$ cat src/logic/tao_pkg.sv
package tao_pkg;

  // ---------------------------------------------------------------
  // register map (index of each register on the plain port)
  // ---------------------------------------------------------------
  localparam logic [2:0] ADDR_CONFIG = 3'h1;
  localparam logic [2:0] ADDR_HYST   = 3'h5;
  localparam logic [2:0] ADDR_UPPER  = 3'h6;
  localparam logic [2:0] ADDR_LOWER  = 3'h7;

  // ---------------------------------------------------------------
  // configuration fields
  // ---------------------------------------------------------------
  localparam int CFG_CRIT_POL_BIT = 2;
  localparam int CFG_INT_POL_BIT  = 3;
  localparam int CFG_MODE_BIT     = 4;
  localparam int CFG_SHDN_BIT     = 5;

  // ---------------------------------------------------------------
  // reset values
  // ---------------------------------------------------------------
  localparam logic [7:0]  CONFIG_RST = 8'h00;
  localparam logic [3:0]  HYST_RST   = 4'h5;
  localparam logic [15:0] UPPER_RST  = 16'h2000;
  localparam logic [15:0] LOWER_RST  = 16'h0500;

  // hysteresis is whole degrees; one degree is 0x0080 in the result word
  localparam int HYST_SHIFT = 7;

  typedef enum logic {TAO_CMP, TAO_INT} tao_mode_t;

  typedef struct packed {
    logic        rd;
    logic        wr;
    logic [2:0]  addr;
    logic [15:0] wdata;
  } tao_bus_t;

endpackage

$ cat src/logic/tao_alarm.sv
// Function
// - both alarm outputs are active low after reset.
// - config bit 2 set makes critical alarm active high.
// - config bit 3 set makes general alarm active high.
// - general alarm has comparator and interrupt behaviour, comparator after reset.
// - alarm asserts when temperature above upper or below lower limit.
// - comparator alarm releases below upper minus hysteresis or above lower plus.
// - comparator mode: shutdown leaves the alarm state unchanged.
// - interrupt mode: any register read clears the latched alarm.
// - interrupt mode: reassert only on a fresh out-of-limit comparison.
// - interrupt mode: entering shutdown clears the alarm.
// - hysteresis is four bits unsigned degrees, reset five.
// - upper limit is 16-bit two's complement, reset 64 degrees.
// - lower limit is 16-bit two's complement, reset 10 degrees.
//
// The address map and the address-and-strobe port were chosen for this implementation.
`timescale 1ns/1ps
module tao_alarm (
  // clock and reset
  input  wire logic        clk,
  input  wire logic        rst,
  input  wire logic        ce,
  // register port
  input  wire logic        reg_wr,
  input  wire logic        reg_rd,
  input  wire logic [2:0]  reg_addr,
  input  wire logic [15:0] reg_wdata,
  output logic      [15:0] reg_rdata,
  // conversion results
  input  wire logic        conv_done,
  input  wire logic [15:0] temp_value,
  // critical level from the critical comparator, active high
  input  wire logic        critical_raw,
  // open-drain pins
  output logic             alarm_out,
  output logic             alarm_oe,
  output logic             critical_alarm_out,
  output logic             critical_alarm_oe
);

  // ---------------------------------------------------------------
  // registers
  // ---------------------------------------------------------------
  tao_pkg::tao_bus_t bus;
  logic [7:0]  config_q;
  logic [3:0]  hysteresis_value_q;
  logic [15:0] upper_limit_q;
  logic [15:0] lower_limit_q;
  logic [15:0] reg_rdata_q;
  logic        alarm_q;
  logic        alarm_is_low_q;
  logic        shdn_prev_q;
  logic        over;
  logic        under;
  logic        below_rel;
  logic        above_rel;
  logic        int_mode;
  logic        shdn;
  logic        shdn_enter;
  logic        eval;

  assign bus = '{rd: reg_rd, wr: reg_wr, addr: reg_addr, wdata: reg_wdata};

  always_ff @(posedge clk or posedge rst) begin
    if (rst) begin
      config_q <= tao_pkg::CONFIG_RST;
    end else if (ce && bus.wr && bus.addr == tao_pkg::ADDR_CONFIG) begin
      config_q <= bus.wdata[7:0];
    end
  end

  always_ff @(posedge clk or posedge rst) begin
    if (rst) begin
      hysteresis_value_q <= tao_pkg::HYST_RST;
    end else if (ce && bus.wr && bus.addr == tao_pkg::ADDR_HYST) begin
      hysteresis_value_q <= bus.wdata[3:0];
    end
  end

  always_ff @(posedge clk or posedge rst) begin
    if (rst) begin
      upper_limit_q <= tao_pkg::UPPER_RST;
    end else if (ce && bus.wr && bus.addr == tao_pkg::ADDR_UPPER) begin
      upper_limit_q <= bus.wdata;
    end
  end

  always_ff @(posedge clk or posedge rst) begin
    if (rst) begin
      lower_limit_q <= tao_pkg::LOWER_RST;
    end else if (ce && bus.wr && bus.addr == tao_pkg::ADDR_LOWER) begin
      lower_limit_q <= bus.wdata;
    end
  end

  // ---------------------------------------------------------------
  // read port
  // ---------------------------------------------------------------
  // unmapped indices read zero; data valid only the cycle after rd
  always_ff @(posedge clk or posedge rst) begin
    if (rst) begin
      reg_rdata_q <= 16'h0000;
    end else if (ce) begin
      if (bus.rd) begin
        case (bus.addr)
          tao_pkg::ADDR_CONFIG: reg_rdata_q <= {8'h00, config_q};
          tao_pkg::ADDR_HYST:   reg_rdata_q <= {12'h000, hysteresis_value_q};
          tao_pkg::ADDR_UPPER:  reg_rdata_q <= upper_limit_q;
          tao_pkg::ADDR_LOWER:  reg_rdata_q <= lower_limit_q;
          default:              reg_rdata_q <= 16'h0000;
        endcase
      end else begin
        reg_rdata_q <= 16'h0000;
      end
    end
  end
  assign reg_rdata = reg_rdata_q;

  // ---------------------------------------------------------------
  // limit comparison
  // ---------------------------------------------------------------
  tao_limit_cmp u_cmp (
    .temp      (temp_value),
    .upper     (upper_limit_q),
    .lower     (lower_limit_q),
    .hyst      (hysteresis_value_q),
    .over      (over),
    .under     (under),
    .below_rel (below_rel),
    .above_rel (above_rel)
  );

  assign int_mode   = config_q[tao_pkg::CFG_MODE_BIT];
  assign shdn       = config_q[tao_pkg::CFG_SHDN_BIT];
  assign shdn_enter = shdn && !shdn_prev_q;
  // no conversions run while shut down
  assign eval       = conv_done && !shdn;

  always_ff @(posedge clk or posedge rst) begin
    if (rst) begin
      shdn_prev_q <= 1'b0;
    end else if (ce) begin
      shdn_prev_q <= shdn;
    end
  end

  // ---------------------------------------------------------------
  // alarm state
  // ---------------------------------------------------------------
  // alarm_is_low_q remembers which limit tripped the comparator alarm
  always_ff @(posedge clk or posedge rst) begin
    if (rst) begin
      alarm_q        <= 1'b0;
      alarm_is_low_q <= 1'b0;
    end else if (ce) begin
      if (!int_mode) begin
        // shutdown stops evaluation but leaves the level alone
        if (eval) begin
          if (over || under) begin
            alarm_q        <= 1'b1;
            alarm_is_low_q <= under;
          end else if (alarm_q && !alarm_is_low_q && below_rel) begin
            alarm_q <= 1'b0;
          end else if (alarm_q && alarm_is_low_q && above_rel) begin
            alarm_q <= 1'b0;
          end
        end
      end else begin
        // a fresh event in the read cycle wins over the clear
        if (eval && (over || under)) begin
          alarm_q <= 1'b1;
        end else if (bus.rd || shdn_enter) begin
          alarm_q <= 1'b0;
        end
      end
    end
  end

  // ---------------------------------------------------------------
  // pin polarity
  // ---------------------------------------------------------------
  // open drain: pin pulled low when oe is high, level is then 0
  assign alarm_out          = 1'b0;
  assign critical_alarm_out = 1'b0;
  assign alarm_oe           = config_q[tao_pkg::CFG_INT_POL_BIT] ? !alarm_q
                                                                 : alarm_q;
  assign critical_alarm_oe  = config_q[tao_pkg::CFG_CRIT_POL_BIT] ? !critical_raw
                                                                  : critical_raw;
endmodule

$ cat src/logic/tao_limit_cmp.sv
`timescale 1ns/1ps
module tao_limit_cmp (
  // operands
  input  wire logic signed [15:0] temp,
  input  wire logic signed [15:0] upper,
  input  wire logic signed [15:0] lower,
  input  wire logic        [3:0]  hyst,
  // results
  output logic                    over,
  output logic                    under,
  output logic                    below_rel,
  output logic                    above_rel
);
  logic signed [17:0] hyst_w;
  logic signed [17:0] t_w;

  // widened to 18 bits so limit +/- hysteresis cannot wrap
  assign hyst_w    = signed'(18'(hyst)) <<< tao_pkg::HYST_SHIFT;
  assign t_w       = 18'(temp);
  assign over      = temp > upper;
  assign under     = temp < lower;
  assign below_rel = t_w < (18'(upper) - hyst_w);
  assign above_rel = t_w > (18'(lower) + hyst_w);
endmodule

$ cat config.mk
export PLATFORM = sky130hd
export DESIGN_NAME = tao_alarm
export DESIGN_NICKNAME = d
export VERILOG_FILES = /design/src/logic/tao_pkg.sv /design/src/logic/tao_alarm.sv /design/src/logic/tao_limit_cmp.sv
export SDC_FILE = /design/constraint.sdc
export NUM_CORES = 1
export LEC_CHECK = 0
export BUFFER_PORTS_ARGS = -buffer_cell sky130_fd_sc_hd__clkbuf_2
export CAP_MARGIN = 20
export CORE_MARGIN = 2
export CORE_UTILIZATION = 53
export CTS_BUF_LIST = sky130_fd_sc_hd__clkbuf_16
export DETAILED_ROUTE_END_ITERATION = 6
export PLACE_DENSITY = 0.77
export SYNTH_ARGS = -nofsm -noshare
export SYNTH_HDL_FRONTEND = slang
export SYNTH_HIERARCHICAL = 1
export SYNTH_SLANG_ARGS = --single-unit
$ cat constraint.sdc
create_clock -name clk -period 3.8 [get_ports clk]
set_input_delay 0.76 -clock clk [delete_from_list [all_inputs] [get_ports clk]]
set_output_delay 0.76 -clock clk [all_outputs]
set_load 0.05 [all_outputs]
==> impl_metrics.json, run 1 <==
{
  "setup_viol": 0,
  "drt-total-wl_microns": 11700,
  "fillers": 637,
  "io_pins": 62,
  "ys_warn_count": 6,
  "grt_pass1_wl_microns": 18800,
  "clkSlewWorstSetupHoldPaths_ps": 50,
  "critPathBufInv": 1,
  "hold_path.class": "flop to flop",
  "p_total_mw": 3.00,
  "vias_per_cell": 6.07,
  "clock_power_share": 0.238,
  "cts_tree": "yes",
  "layout.nets": 590,
  "final_layout_size_suffix_gt1_frac": 0.310,
  "whs_ps": 484,
  "p_per_area_nw_per_um2": 567,
  "postRouteAntennaNets": 0,
  "path_cells": "ha_4, inv_2, fa_2, a21oi_2, nor2b_2, or3b_4, xnor2_2, ha_1, and4_4, nand2_4, or3_4, o221ai_2, mux2i_1, mux2_4, a21o_1, a21oi_2",
  "dr_total_vias": 3620,
  "layout_setup_ws_ps": 47.1,
  "syn-instance-count": 420,
  "fmax_mhz": 266,
  "die-area_sq_um": 9380,
  "num_rows": 33,
  "track_usage": 0.249,
  "async_flop_share": 1.00,
  "crit_path_end_kind": "flop",
  "outcome": "finished, final reports clean",
  "r2r_start": "hysteresis_value_q[0]",
  "rsz0062_at_grt": "true",
  "holdCritStartpoint": "reg_rdata[6]",
  "hold_buffers": 0,
  "cpMaxStageDelayCell": "dfstp_2",
  "postPlaceCellArea_sq_um": 4920,
  "port_buffers": 59,
  "drtIter0Drc": 222,
  "synth_edf_count": 0,
  "cts_buffers": 9,
  "critPathMaxStageDelay_ps": 590,
  "hold_viol": 0,
  "max_cap_viol_count": 0,
  "ys_types": 56,
  "crit_fanout": 4,
  "startpoint_type": "flop",
  "antenna_cells": 0,
  "arrival_ps": 4010,
  "fin_crit_ps": 3750,
  "dp_hpwl_microns": 8730,
  "grt_pass1_vias": 3752,
  "cts-root-buf": "clkbuf_16",
  "clkSinkCount": 63,
  "ys_ff_latch": 63,
  "drt_first_pass_iters": 4,
  "regArea_sq_um": 1580,
  "path_class": "flop to flop",
  "die_x_microns": 96.9,
  "internal_power_mw": 1.85,
  "worstPathRequired_ps": 4060,
  "tightest_slew_ps": 944,
  "p_leak_nw": 2.65,
  "chipHeight_microns": 96.9,
  "critPathTopFamily": "simple AND/OR/NAND/NOR gates",
  "clock_path_buffers": 2,
  "critPathLaunch": "hysteresis_value_q[0]",
  "multi_input_area_sq_um": 2800,
  "ir_drop_v": 0.000305,
  "pre_cts_ws_ps": -40.4,
  "ys_seq_area_frac": 0.346,
  "p_seq_frac": 0.322,
  "fp.coreArea_sq_um": 8300,
  "switchingPower_mw": 1.15,
  "area_growth_pct": 15.8,
  "swShare": 0.384,
  "combPwrFrac": 0.440,
  "gp_congestion": 0.956,
  "h-tree-depth": 3,
  "syn_area_per_cell_sq_um": 10.9,
  "drc": 0,
  "wl_per_cell_microns": 19.6,
  "utilization": 0.638,
  "fin_skew_ps": 10.8,
  "grt_antenna_before_repair": 1,
  "min_period_over_period": 0.988,
  "grt_max_degree": 40,
  "synth_area_sq_um": 4570,
  "slew_viol_final": 0,
  "final_area_sq_um": 5290,
  "grt_overflow_total": 0,
  "initial_core_util": 0.551,
  "synth-main-ff-cell": "dfrtp_1",
  "worst_path_most_repeated_cell": "a21oi_2",
  "slew_headroom": 0.371,
  "clk_latency_ps": 330
}
synthesized netlist by cell type (2+ instances only):
| cell type | n | share of area |
|---|---|---|
| o22a_1 | 4 | 0.0077 |
| buf_6 | 3 | 0.0074 |
| a211oi_1 | 2 | 0.0033 |
| a21o_1 | 15 | 0.025 |
| inv_1 | 47 | 0.039 |
| or3_1 | 2 | 0.0027 |
| a31oi_1 | 3 | 0.0041 |
| a221oi_1 | 3 | 0.0057 |
| buf_2 | 2 | 0.0022 |
| dfrtp_1 | 58 | 0.32 |
| nor2_1 | 7 | 0.0057 |
| mux2_4 | 10 | 0.033 |
| fa_1 | 2 | 0.0088 |
| buf_4 | 4 | 0.0066 |
| nand2_1 | 12 | 0.0099 |
| xnor2_1 | 12 | 0.023 |
| nand4_1 | 11 | 0.015 |
| nor3b_1 | 2 | 0.0033 |
| dfstp_2 | 5 | 0.029 |
| o2bb2ai_1 | 16 | 0.031 |
| mux2i_1 | 23 | 0.050 |
| mux2_2 | 36 | 0.089 |
| o21ai_0 | 4 | 0.0044 |
| o21bai_1 | 2 | 0.0033 |
| a21oi_1 | 21 | 0.023 |
| xor2_1 | 4 | 0.0077 |
| nand2b_1 | 3 | 0.0041 |
| nor2b_1 | 8 | 0.011 |
| nor4_1 | 4 | 0.0055 |
| or2_2 | 2 | 0.0027 |
| a2bb2oi_1 | 3 | 0.0057 |
| nand3_1 | 7 | 0.0077 |
| ha_1 | 60 | 0.16 |
state kept, by name (all words and copies together) (netlist names):
register and cells:
upper_limit_q 16, config_q 8, shdn_prev_q 1, alarm_q 1
hysteresis_value_q 4, reg_rdata 16, alarm_is_low_q 1, lower_limit_q 16
layout by cell type, fill, tap and decap left out, drive strengths merged, types with 4 or more instances in the layout:
cell type | netlist | layout
xnor2 | 12 | 12
inv | 47 | 49
dfstp | 5 | 5
xor2 | 4 | 4
nor4 | 4 | 4
nand4 | 12 | 12
nand2 | 12 | 12
ha | 60 | 60
clkinv | 1 | 6
nor2 | 8 | 8
mux2i | 23 | 23
nand3 | 7 | 7
o2bb2ai | 16 | 16
clkbuf | 1 | 68
mux2 | 47 | 47
dfrtp | 58 | 58
nor2b | 8 | 8
a21oi | 21 | 21
o22a | 4 | 4
a21o | 15 | 15
o21ai | 5 | 5
buf | 10 | 6
area by class of cell:
type,instances,share of cell area
Multi-Input combinational cell,299,0.529
Sequential cell,63,0.299
Timing Repair Buffer,65,0.0643
Clock buffer,9,0.0426
Inverter,48,0.0340
Tap cell,105,0.0248
Clock inverter,7,0.00638
logic make-up (layout without fill, tap and decap cells):
group                      Yosys count  in the layout  synth area share
other                                1              2          0.000820
and+or+nand+nor                     67             67            0.0837
buffers and inverters               59            129            0.0608
xor gates and xnor gates            16             16            0.0307
AOI/OAI and AO/OA                   82             82             0.131
muxes                               70             70             0.174
DFF                                 63             63             0.346
adders and majority gates           62             62             0.173
path summary, 6_finish.rpt:
path	endpoint	slack, ps	cells after the start
min reg2reg	reg_rdata[6]	480	1
max	alarm_q	50	16
min	reg_rdata[6]	480	1
max reg2reg	alarm_q	50	16
min in group asynchronous	reg_rdata[10]	580	2
max in group asynchronous	hysteresis_value_q[2]	2330	3
routing by layer:
layer / vias up / part of all wire / GRT usage
li1: 1670 / - / -
met5: - / 0 / 0
met4: 0 / 0.020 / 0.0791
met2: 127 / 0.48 / 0.421
met1: 1804 / 0.44 / 0.326
met3: 19 / 0.057 / 0.0426
stage by stage:
step	std cells	setup TNS [ps]
after CTS	594	0
after detailed placement	576	-40.4
after floorplan	421	0
after global placement	576	0
final	596	0
after global routing	596	-27.7
power groups by stage:
stage / sequential [mW] / clock [mW] / combinational, mW
2_1_floorplan: 0.942 / 0 / 0.891
3_3_place_gp: 0.960 / 0 / 1.13
3_5_place_dp: 0.967 / 0 / 1.19
4_1_cts: 0.958 / 0.718 / 1.23
5_1_grt: 0.983 / 0.757 / 1.44
6_report: 0.966 / 0.713 / 1.32
what timing repair did:
item	CTS	global route
hold endpoints to repair	0	0
buffers inserted	2	2
endpoints found under the setup margin	1	1
pin swaps	5	12
gates resized for setup	3	19
Power figures use the tool's default switching activity.
==> run 2: changes to the inputs <==
--- a/config.mk
+++ b/config.mk
@@ -12,6 +12,7 @@
 export CTS_BUF_LIST = sky130_fd_sc_hd__clkbuf_16
 export DETAILED_ROUTE_END_ITERATION = 6
 export PLACE_DENSITY = 0.77
+export SETUP_SLACK_MARGIN = 0.2
 export SYNTH_ARGS = -nofsm -noshare
 export SYNTH_HDL_FRONTEND = slang
 export SYNTH_HIERARCHICAL = 1
==> run 2 against run 1 <==
  * Global-route usage is 0.56 points higher
  * Wire length is 1.1% higher
  * Power is 0.29% higher
  * Register-to-register slack better by 30 ps
  * Utilization hardly changed
  * Worst setup slack better by 25 ps
  * Final area hardly changed
  * Non-clock buffer count is 2 higher
  * Sequential power hardly changed
  * Critical endpoint unchanged
  * Clock power is 0.7% higher
  * Clock-buffer cell count stayed put
  * Largest power group unchanged
==> impl_metrics.json, run 2 (synthesis gave the netlist of run 1 again) <==
{
  "gp_congestion": 0.956,
  "drc": 0,
  "port_buffers": 59,
  "cts_tree": "yes",
  "mostFrequentLayoutCells": "clkbuf_2 (59), dfrtp_1 (58), ha_1 (58)",
  "fp.coreArea_sq_um": 8300,
  "final_common_cell": "clkbuf_2",
  "rsz0062_at_grt": "true",
  "clk_latency_ps": 330,
  "slew_headroom": 0.332,
  "path_cells": "ha_4, inv_1, fa_2, a21oi_2, nor2b_2, or3b_4, xnor2_1, ha_1, and4_4, nand2_2, or3_4, o221ai_2, mux2i_1, mux2_4, a21o_1, a21oi_2",
  "io_pins": 62,
  "chipHeight_microns": 96.9,
  "postPlaceCellArea_sq_um": 4920,
  "drt-total-wl_microns": 11800,
  "grt_max_degree": 40,
  "drt_first_pass_iters": 4,
  "clock_path_buffers": 2,
  "cts-root-buf": "clkbuf_16",
  "dr_total_vias": 3608,
  "p_per_area_nw_per_um2": 568,
  "setup_viol": 0,
  "grtUsageMet2": 0.429,
  "outcome": "finished, final reports clean",
  "fmax_mhz": 268,
  "h-tree-depth": 3,
  "hold_path.class": "flop to flop",
  "initial_core_util": 0.551,
  "layout_setup_ws_ps": 72.4,
  "crit_path_end_kind": "flop",
  "clkSinkCount": 63,
  "crit_fanout": 4,
  "cpMaxStageDelayCell": "dfstp_2",
  "worst_path_most_repeated_cell": "a21oi_2",
  "arrival_ps": 3980,
  "grt-busiest-layer": "met2",
  "final_layout_size_suffix_gt1_frac": 0.306,
  "max_cap_viol_count": 0,
  "layout.nets": 592,
  "postRouteAntennaNets": 0,
  "grt_pass1_vias": 3779,
  "final_area_sq_um": 5290,
  "track_usage": 0.255,
  "slew_viol_final": 0,
  "grt_antenna_before_repair": 0,
  "met3_usage": 0.0354,
  "clkSlewWorstSetupHoldPaths_ps": 50,
  "utilization": 0.638,
  "worstPathRequired_ps": 4050,
  "gr-usage-met1": 0.339,
  "antenna_cells": 0,
  "p_leak_nw": 2.64,
  "min_period_over_period": 0.981,
  "grt_pass1_wl_microns": 19200,
  "startpoint_type": "flop",
  "path_class": "flop to flop",
  "ir_drop_v": 0.000295,
  "num_rows": 33,
  "totalNegativeSetupSlack_ps": 0,
  "pre_cts_ws_ps": -40.4,
  "fin_crit_ps": 3730,
  "hold_viol": 0,
  "fin_skew_ps": 9.74,
  "critPathMaxStageDelay_ps": 580,
  "cts_buffers": 9,
  "die_x_microns": 96.9,
  "wl_per_cell_microns": 19.7,
  "die-area_sq_um": 9380,
  "tightest_slew_ps": 1000,
  "area_growth_pct": 15.7,
  "drtIter0Drc": 226,
  "vias_per_cell": 6.03,
  "dp_hpwl_microns": 8730,
  "grt_overflow_total": 0
}
==> run 2: layer usage <==
layer	vias to the layer above	part of all wire	routed length, microns
met4	0	0.020	232
met2	118	0.49	5760
met5	-	0	0
met1	1805	0.44	5190
li1	1666	-	-
met3	19	0.051	600
==> run 2: cell type report <==
type                       instances  area [sq um]
clock buffer                       9           225
clock inverter                     7          33.8
fill                             644          3010
inverter                          48           180
multi-input combinational        299          2780
sequential                        63          1580
tap                              105           131
timing repair buffer              67           355
==> run 2: critical path, delay by kind of cell (launching register included) <==
family	cells	cell delay, ps
and+or+nand+nor	5	1090
adders and majority gates	3	790
AOI/OAI and AO/OA	4	620
DFF	1	580
muxes	2	380
xor gates and xnor gates	1	130
buffers and inverters	1	50
==> run 2: worst paths after layout <==
check | start | to | slack [ps] | cells after the start
worst max-delay path | hysteresis_value_q[0] | alarm_q | 70 | 16
worst min-delay path | reg_rdata[6] | reg_rdata[6] | 480 | 1
worst max register to register | hysteresis_value_q[0] | alarm_q | 70 | 16
worst min register to register | reg_rdata[6] | reg_rdata[6] | 480 | 1
max in group asynchronous | rst | hysteresis_value_q[2] | 2330 | 3
min in group asynchronous | rst | config_q[6] | 580 | 2
==> run 2: where the power goes <==
group,total [mW],switching (mW),internal (mW)
Clock,0.718,0.288,0.430
Sequential,0.967,0.154,0.813
Combinational,1.32,0.709,0.613
==> run 2: timing repair <==
item	in CTS	in global routing
pin swaps	11	5
buffers inserted	5	1
cloned	0	0
endpoints found under the setup margin	1	1
hold buffers	0	0
resized for setup	10	8
endpoints found under the hold margin	0	0
==> run 2: stage by stage <==
stage	cells	total power, mW	hold slack, ps
after floorplan	421	1.83	457
final	598	3.01	484
after detailed placement	576	2.15	472
after global placement	576	2.09	471
after CTS	597	2.94	490
after global routing	598	3.19	510
==> run 3: changes to the inputs <==
--- a/config.mk
+++ b/config.mk
@@ -5,13 +5,14 @@
 export SDC_FILE = /design/constraint.sdc
 export NUM_CORES = 1
 export LEC_CHECK = 0
+export ABC_AREA = 1
 export BUFFER_PORTS_ARGS = -buffer_cell sky130_fd_sc_hd__clkbuf_2
 export CAP_MARGIN = 20
 export CORE_MARGIN = 2
-export CORE_UTILIZATION = 53
+export CORE_UTILIZATION = 54
 export CTS_BUF_LIST = sky130_fd_sc_hd__clkbuf_16
 export DETAILED_ROUTE_END_ITERATION = 6
-export PLACE_DENSITY = 0.77
+export PLACE_DENSITY = 0.78
 export SETUP_SLACK_MARGIN = 0.2
 export SYNTH_ARGS = -nofsm -noshare
 export SYNTH_HDL_FRONTEND = slang
==> run 3 against run 2 <==
  * Synthesized cell count rose by 57%
  * Utilization decreased by 0.92 points
  * Die area up 5.3%
  * Sequential share of layout area decreased by 1.2 points
  * First-iteration DRC count shrank 13%
  * Flip-flop and latch count is the same
  * Power shrank 4.8%
  * Non-clock buffer count fell by 7
  * Maximum frequency grew 14%
  * Clock skew down 4.9 ps
  * Area after synthesis rose by 7.5%
  * Clock-buffer cell count unchanged
  * Critical path type unchanged
  * Critical endpoint unchanged
  * Highest routed layer unchanged
==> impl_metrics.json, run 3 <==
{
  "outcome": "finished, final reports clean",
  "clk_latency_ps": 330,
  "path_class": "flop to flop",
  "async_flop_share": 1.00,
  "cpMaxStageDelayCell": "dfstp_2",
  "fin_skew_ps": 4.85,
  "cts_tree": "yes",
  "syn-instance-count": 658,
  "worst_path_most_repeated_cell": "nand2_1",
  "worstRegToRegCells": 24,
  "clkSinkCount": 63,
  "syn_area_per_cell_sq_um": 7.47,
  "synth_area_sq_um": 4920,
  "critPathMaxStageDelay_ps": 560,
  "swShare": 0.397,
  "ir_drop_v": 0.000296,
  "dp_hpwl_microns": 9740,
  "r2r_slack_ps": 540,
  "internal_power_mw": 1.73,
  "grt_pass1_wl_microns": 20100,
  "hold_viol": 0,
  "drtIter0Drc": 196,
  "fp.coreArea_sq_um": 8760,
  "ys_types": 38,
  "cts_buffers": 9,
  "dr_total_vias": 4472,
  "drt_first_pass_iters": 7,
  "clock_power_share": 0.271,
  "wl_per_cell_microns": 15.1,
  "port_buffers": 59,
  "fillers": 795,
  "worstPathRequired_ps": 4020,
  "tightest_slew_ps": 900,
  "drc": 0,
  "io_pins": 62,
  "hold_path.class": "flop to flop",
  "clock_path_buffers": 2,
  "rsz0062_at_grt": "false",
  "crit_fanout": 4,
  "grt_overflow_total": 0,
  "chipHeight_microns": 99.4,
  "ys_seq_area_frac": 0.322,
  "synth_edf_count": 0,
  "yosys-top-cells-area": "dfrtp_1 (30%), ha_1 (15%), nand2_1 (14%)",
  "die-area_sq_um": 9880,
  "synthTopCellsByCount": "nand2_1 (185), inv_1 (97), ha_1 (60)",
  "synth_most_common_cell": "nand2_1",
  "slew_headroom": 0.399,
  "ys_warn_count": 6,
  "final_layout_size_suffix_gt1_frac": 0.154,
  "grt_pass1_vias": 4305,
  "hold_buffers": 0,
  "ys_ff_latch": 63,
  "p_leak_nw": 3.10,
  "layout_setup_ws_ps": 539,
  "cts-root-buf": "clkbuf_16",
  "max_cap_viol_count": 0,
  "mostFrequentLayoutCells": "nand2_1 (185), inv_1 (99), ha_1 (60)",
  "combPwrFrac": 0.400,
  "layout.nets": 818,
  "synth_top_area_cell": "dfrtp_1",
  "startpoint_type": "flop",
  "vias_per_cell": 5.41,
  "yosysTopAreaCellShare": 0.295,
  "pre_cts_ws_ps": 564,
  "drt-total-wl_microns": 12500,
  "antenna_cells": 0,
  "critPathLaunch": "hysteresis_value_q[0]",
  "grt_antenna_before_repair": 0,
  "initial_core_util": 0.561,
  "h-tree-depth": 3,
  "synth-main-ff-cell": "dfrtp_1",
  "path_cells": "ha_1, inv_1, fa_1, o21ai_2, nand2_2, nor2_4, nand3_2, xor2_1, ha_1, nand2_1, nor2_1, nand2_1, nor2_1, nand2_1, nand4_1, nand2_1, inv_1, inv_1, nand2_1, nand3_1, nand2_1, nand2_1, nand2_1, nand2_1",
  "worstReg2RegEnd": "alarm_q",
  "arrival_ps": 3480,
  "fmax_mhz": 307,
  "track_usage": 0.257,
  "crit_path_end_kind": "flop",
  "ctsResizeCount": 0,
  "totalNegativeSetupSlack_ps": 0,
  "switchingPower_mw": 1.14,
  "p_seq_frac": 0.329,
  "r2r_start": "hysteresis_value_q[0]",
  "slew_viol_final": 0,
  "final_common_cell": "nand2_1",
  "postRouteAntennaNets": 0,
  "grt_max_degree": 44,
  "setup_viol": 0,
  "min_period_over_period": 0.858,
  "worstSetupEndpoint": "alarm_q",
  "area_growth_pct": 12.0,
  "fin_crit_ps": 3260,
  "die_x_microns": 99.4,
  "gp_congestion": 0.891,
  "clkSlewWorstSetupHoldPaths_ps": 50,
  "num_rows": 34,
  "p_per_area_nw_per_um2": 520,
  "cts_setup_buffers": 0
}
[run 3: changes by cell type after synthesis, moves of 21 or more]
cell	change
nor2_1	+36
o21ai_1	+21
nand2_1	+173
mux2_2	-36
mux2i_1	-23
inv_1	+50
[run 3: stage by stage]
step	hold WS, ps	instance area [sq um]	utilization	instances	power (mW)
finish	476	5510	0.628	827	2.86
global route	500	5510	0.628	827	3.07
CTS	482	5510	0.628	827	2.86
detailed placement	467	5220	0.596	811	2.07
global placement	465	5220	0.596	811	2.03
floorplan	459	4920	-	659	1.77
[run 3: worst min path at each step]
stage | end | start | cells past startpoint
3_5_place_dp | reg_rdata[12] | reg_rdata[12] | 2
5_1_grt | reg_rdata[12] | reg_rdata[12] | 2
2_1_floorplan | config_q[6] | config_q[6] | 2
3_3_place_gp | reg_rdata[5] | reg_rdata[5] | 2
6_report | reg_rdata[3] | reg_rdata[3] | 2
4_1_cts | reg_rdata[12] | reg_rdata[12] | 2
[run 3: power groups by stage]
| stage | combinational [mW] | clock (mW) | sequential, mW |
|---|---|---|---|
| detailed placement | 1.13 | 0 | 0.946 |
| global route | 1.30 | 0.815 | 0.953 |
| CTS | 1.14 | 0.788 | 0.938 |
| global placement | 1.08 | 0 | 0.943 |
| finish | 1.14 | 0.777 | 0.941 |
| floorplan | 0.853 | 0 | 0.917 |
[run 3: worst max-delay path: cells and delay by family, from the launching register on]
| family | cells | cell delay (ps) |
|---|---|---|
| xor+xnor | 1 | 160 |
| compound gates | 1 | 210 |
| buf+inv | 3 | 140 |
| fa+ha+maj | 3 | 900 |
| flops | 1 | 560 |
| simple gates | 16 | 1160 |
[run 3: per-layer routing]
metal | wire length (microns) | GRT usage | vias up
met5 | 0 | 0 | -
met2 | 6250 | 0.451 | 121
met4 | 241 | 0.0643 | 0
met1 | 5420 | 0.328 | 2092
li1 | - | - | 2239
met3 | 549 | 0.0485 | 20
[run 3: final cells by class]
type / instances / area [sq um] / share of cell area
Multi-Input combinational cell: 474 / 2800 / 0.509
Inverter: 106 / 400 / 0.0727
Tap cell: 108 / 135 / 0.0245
Timing Repair Buffer: 60 / 303 / 0.0550
Sequential cell: 63 / 1580 / 0.287
Clock inverter: 7 / 57.6 / 0.0105
Clock buffer: 9 / 225 / 0.0409
[run 3: kinds of logic after synthesis]
group | synth area share
and+or+nand+nor | 0.269
buffers and inverters | 0.109
AOI/OAI and AO/OA | 0.112
DFF | 0.322
adders and majority gates | 0.161
xor gates and xnor gates | 0.0267
other | 0.000763
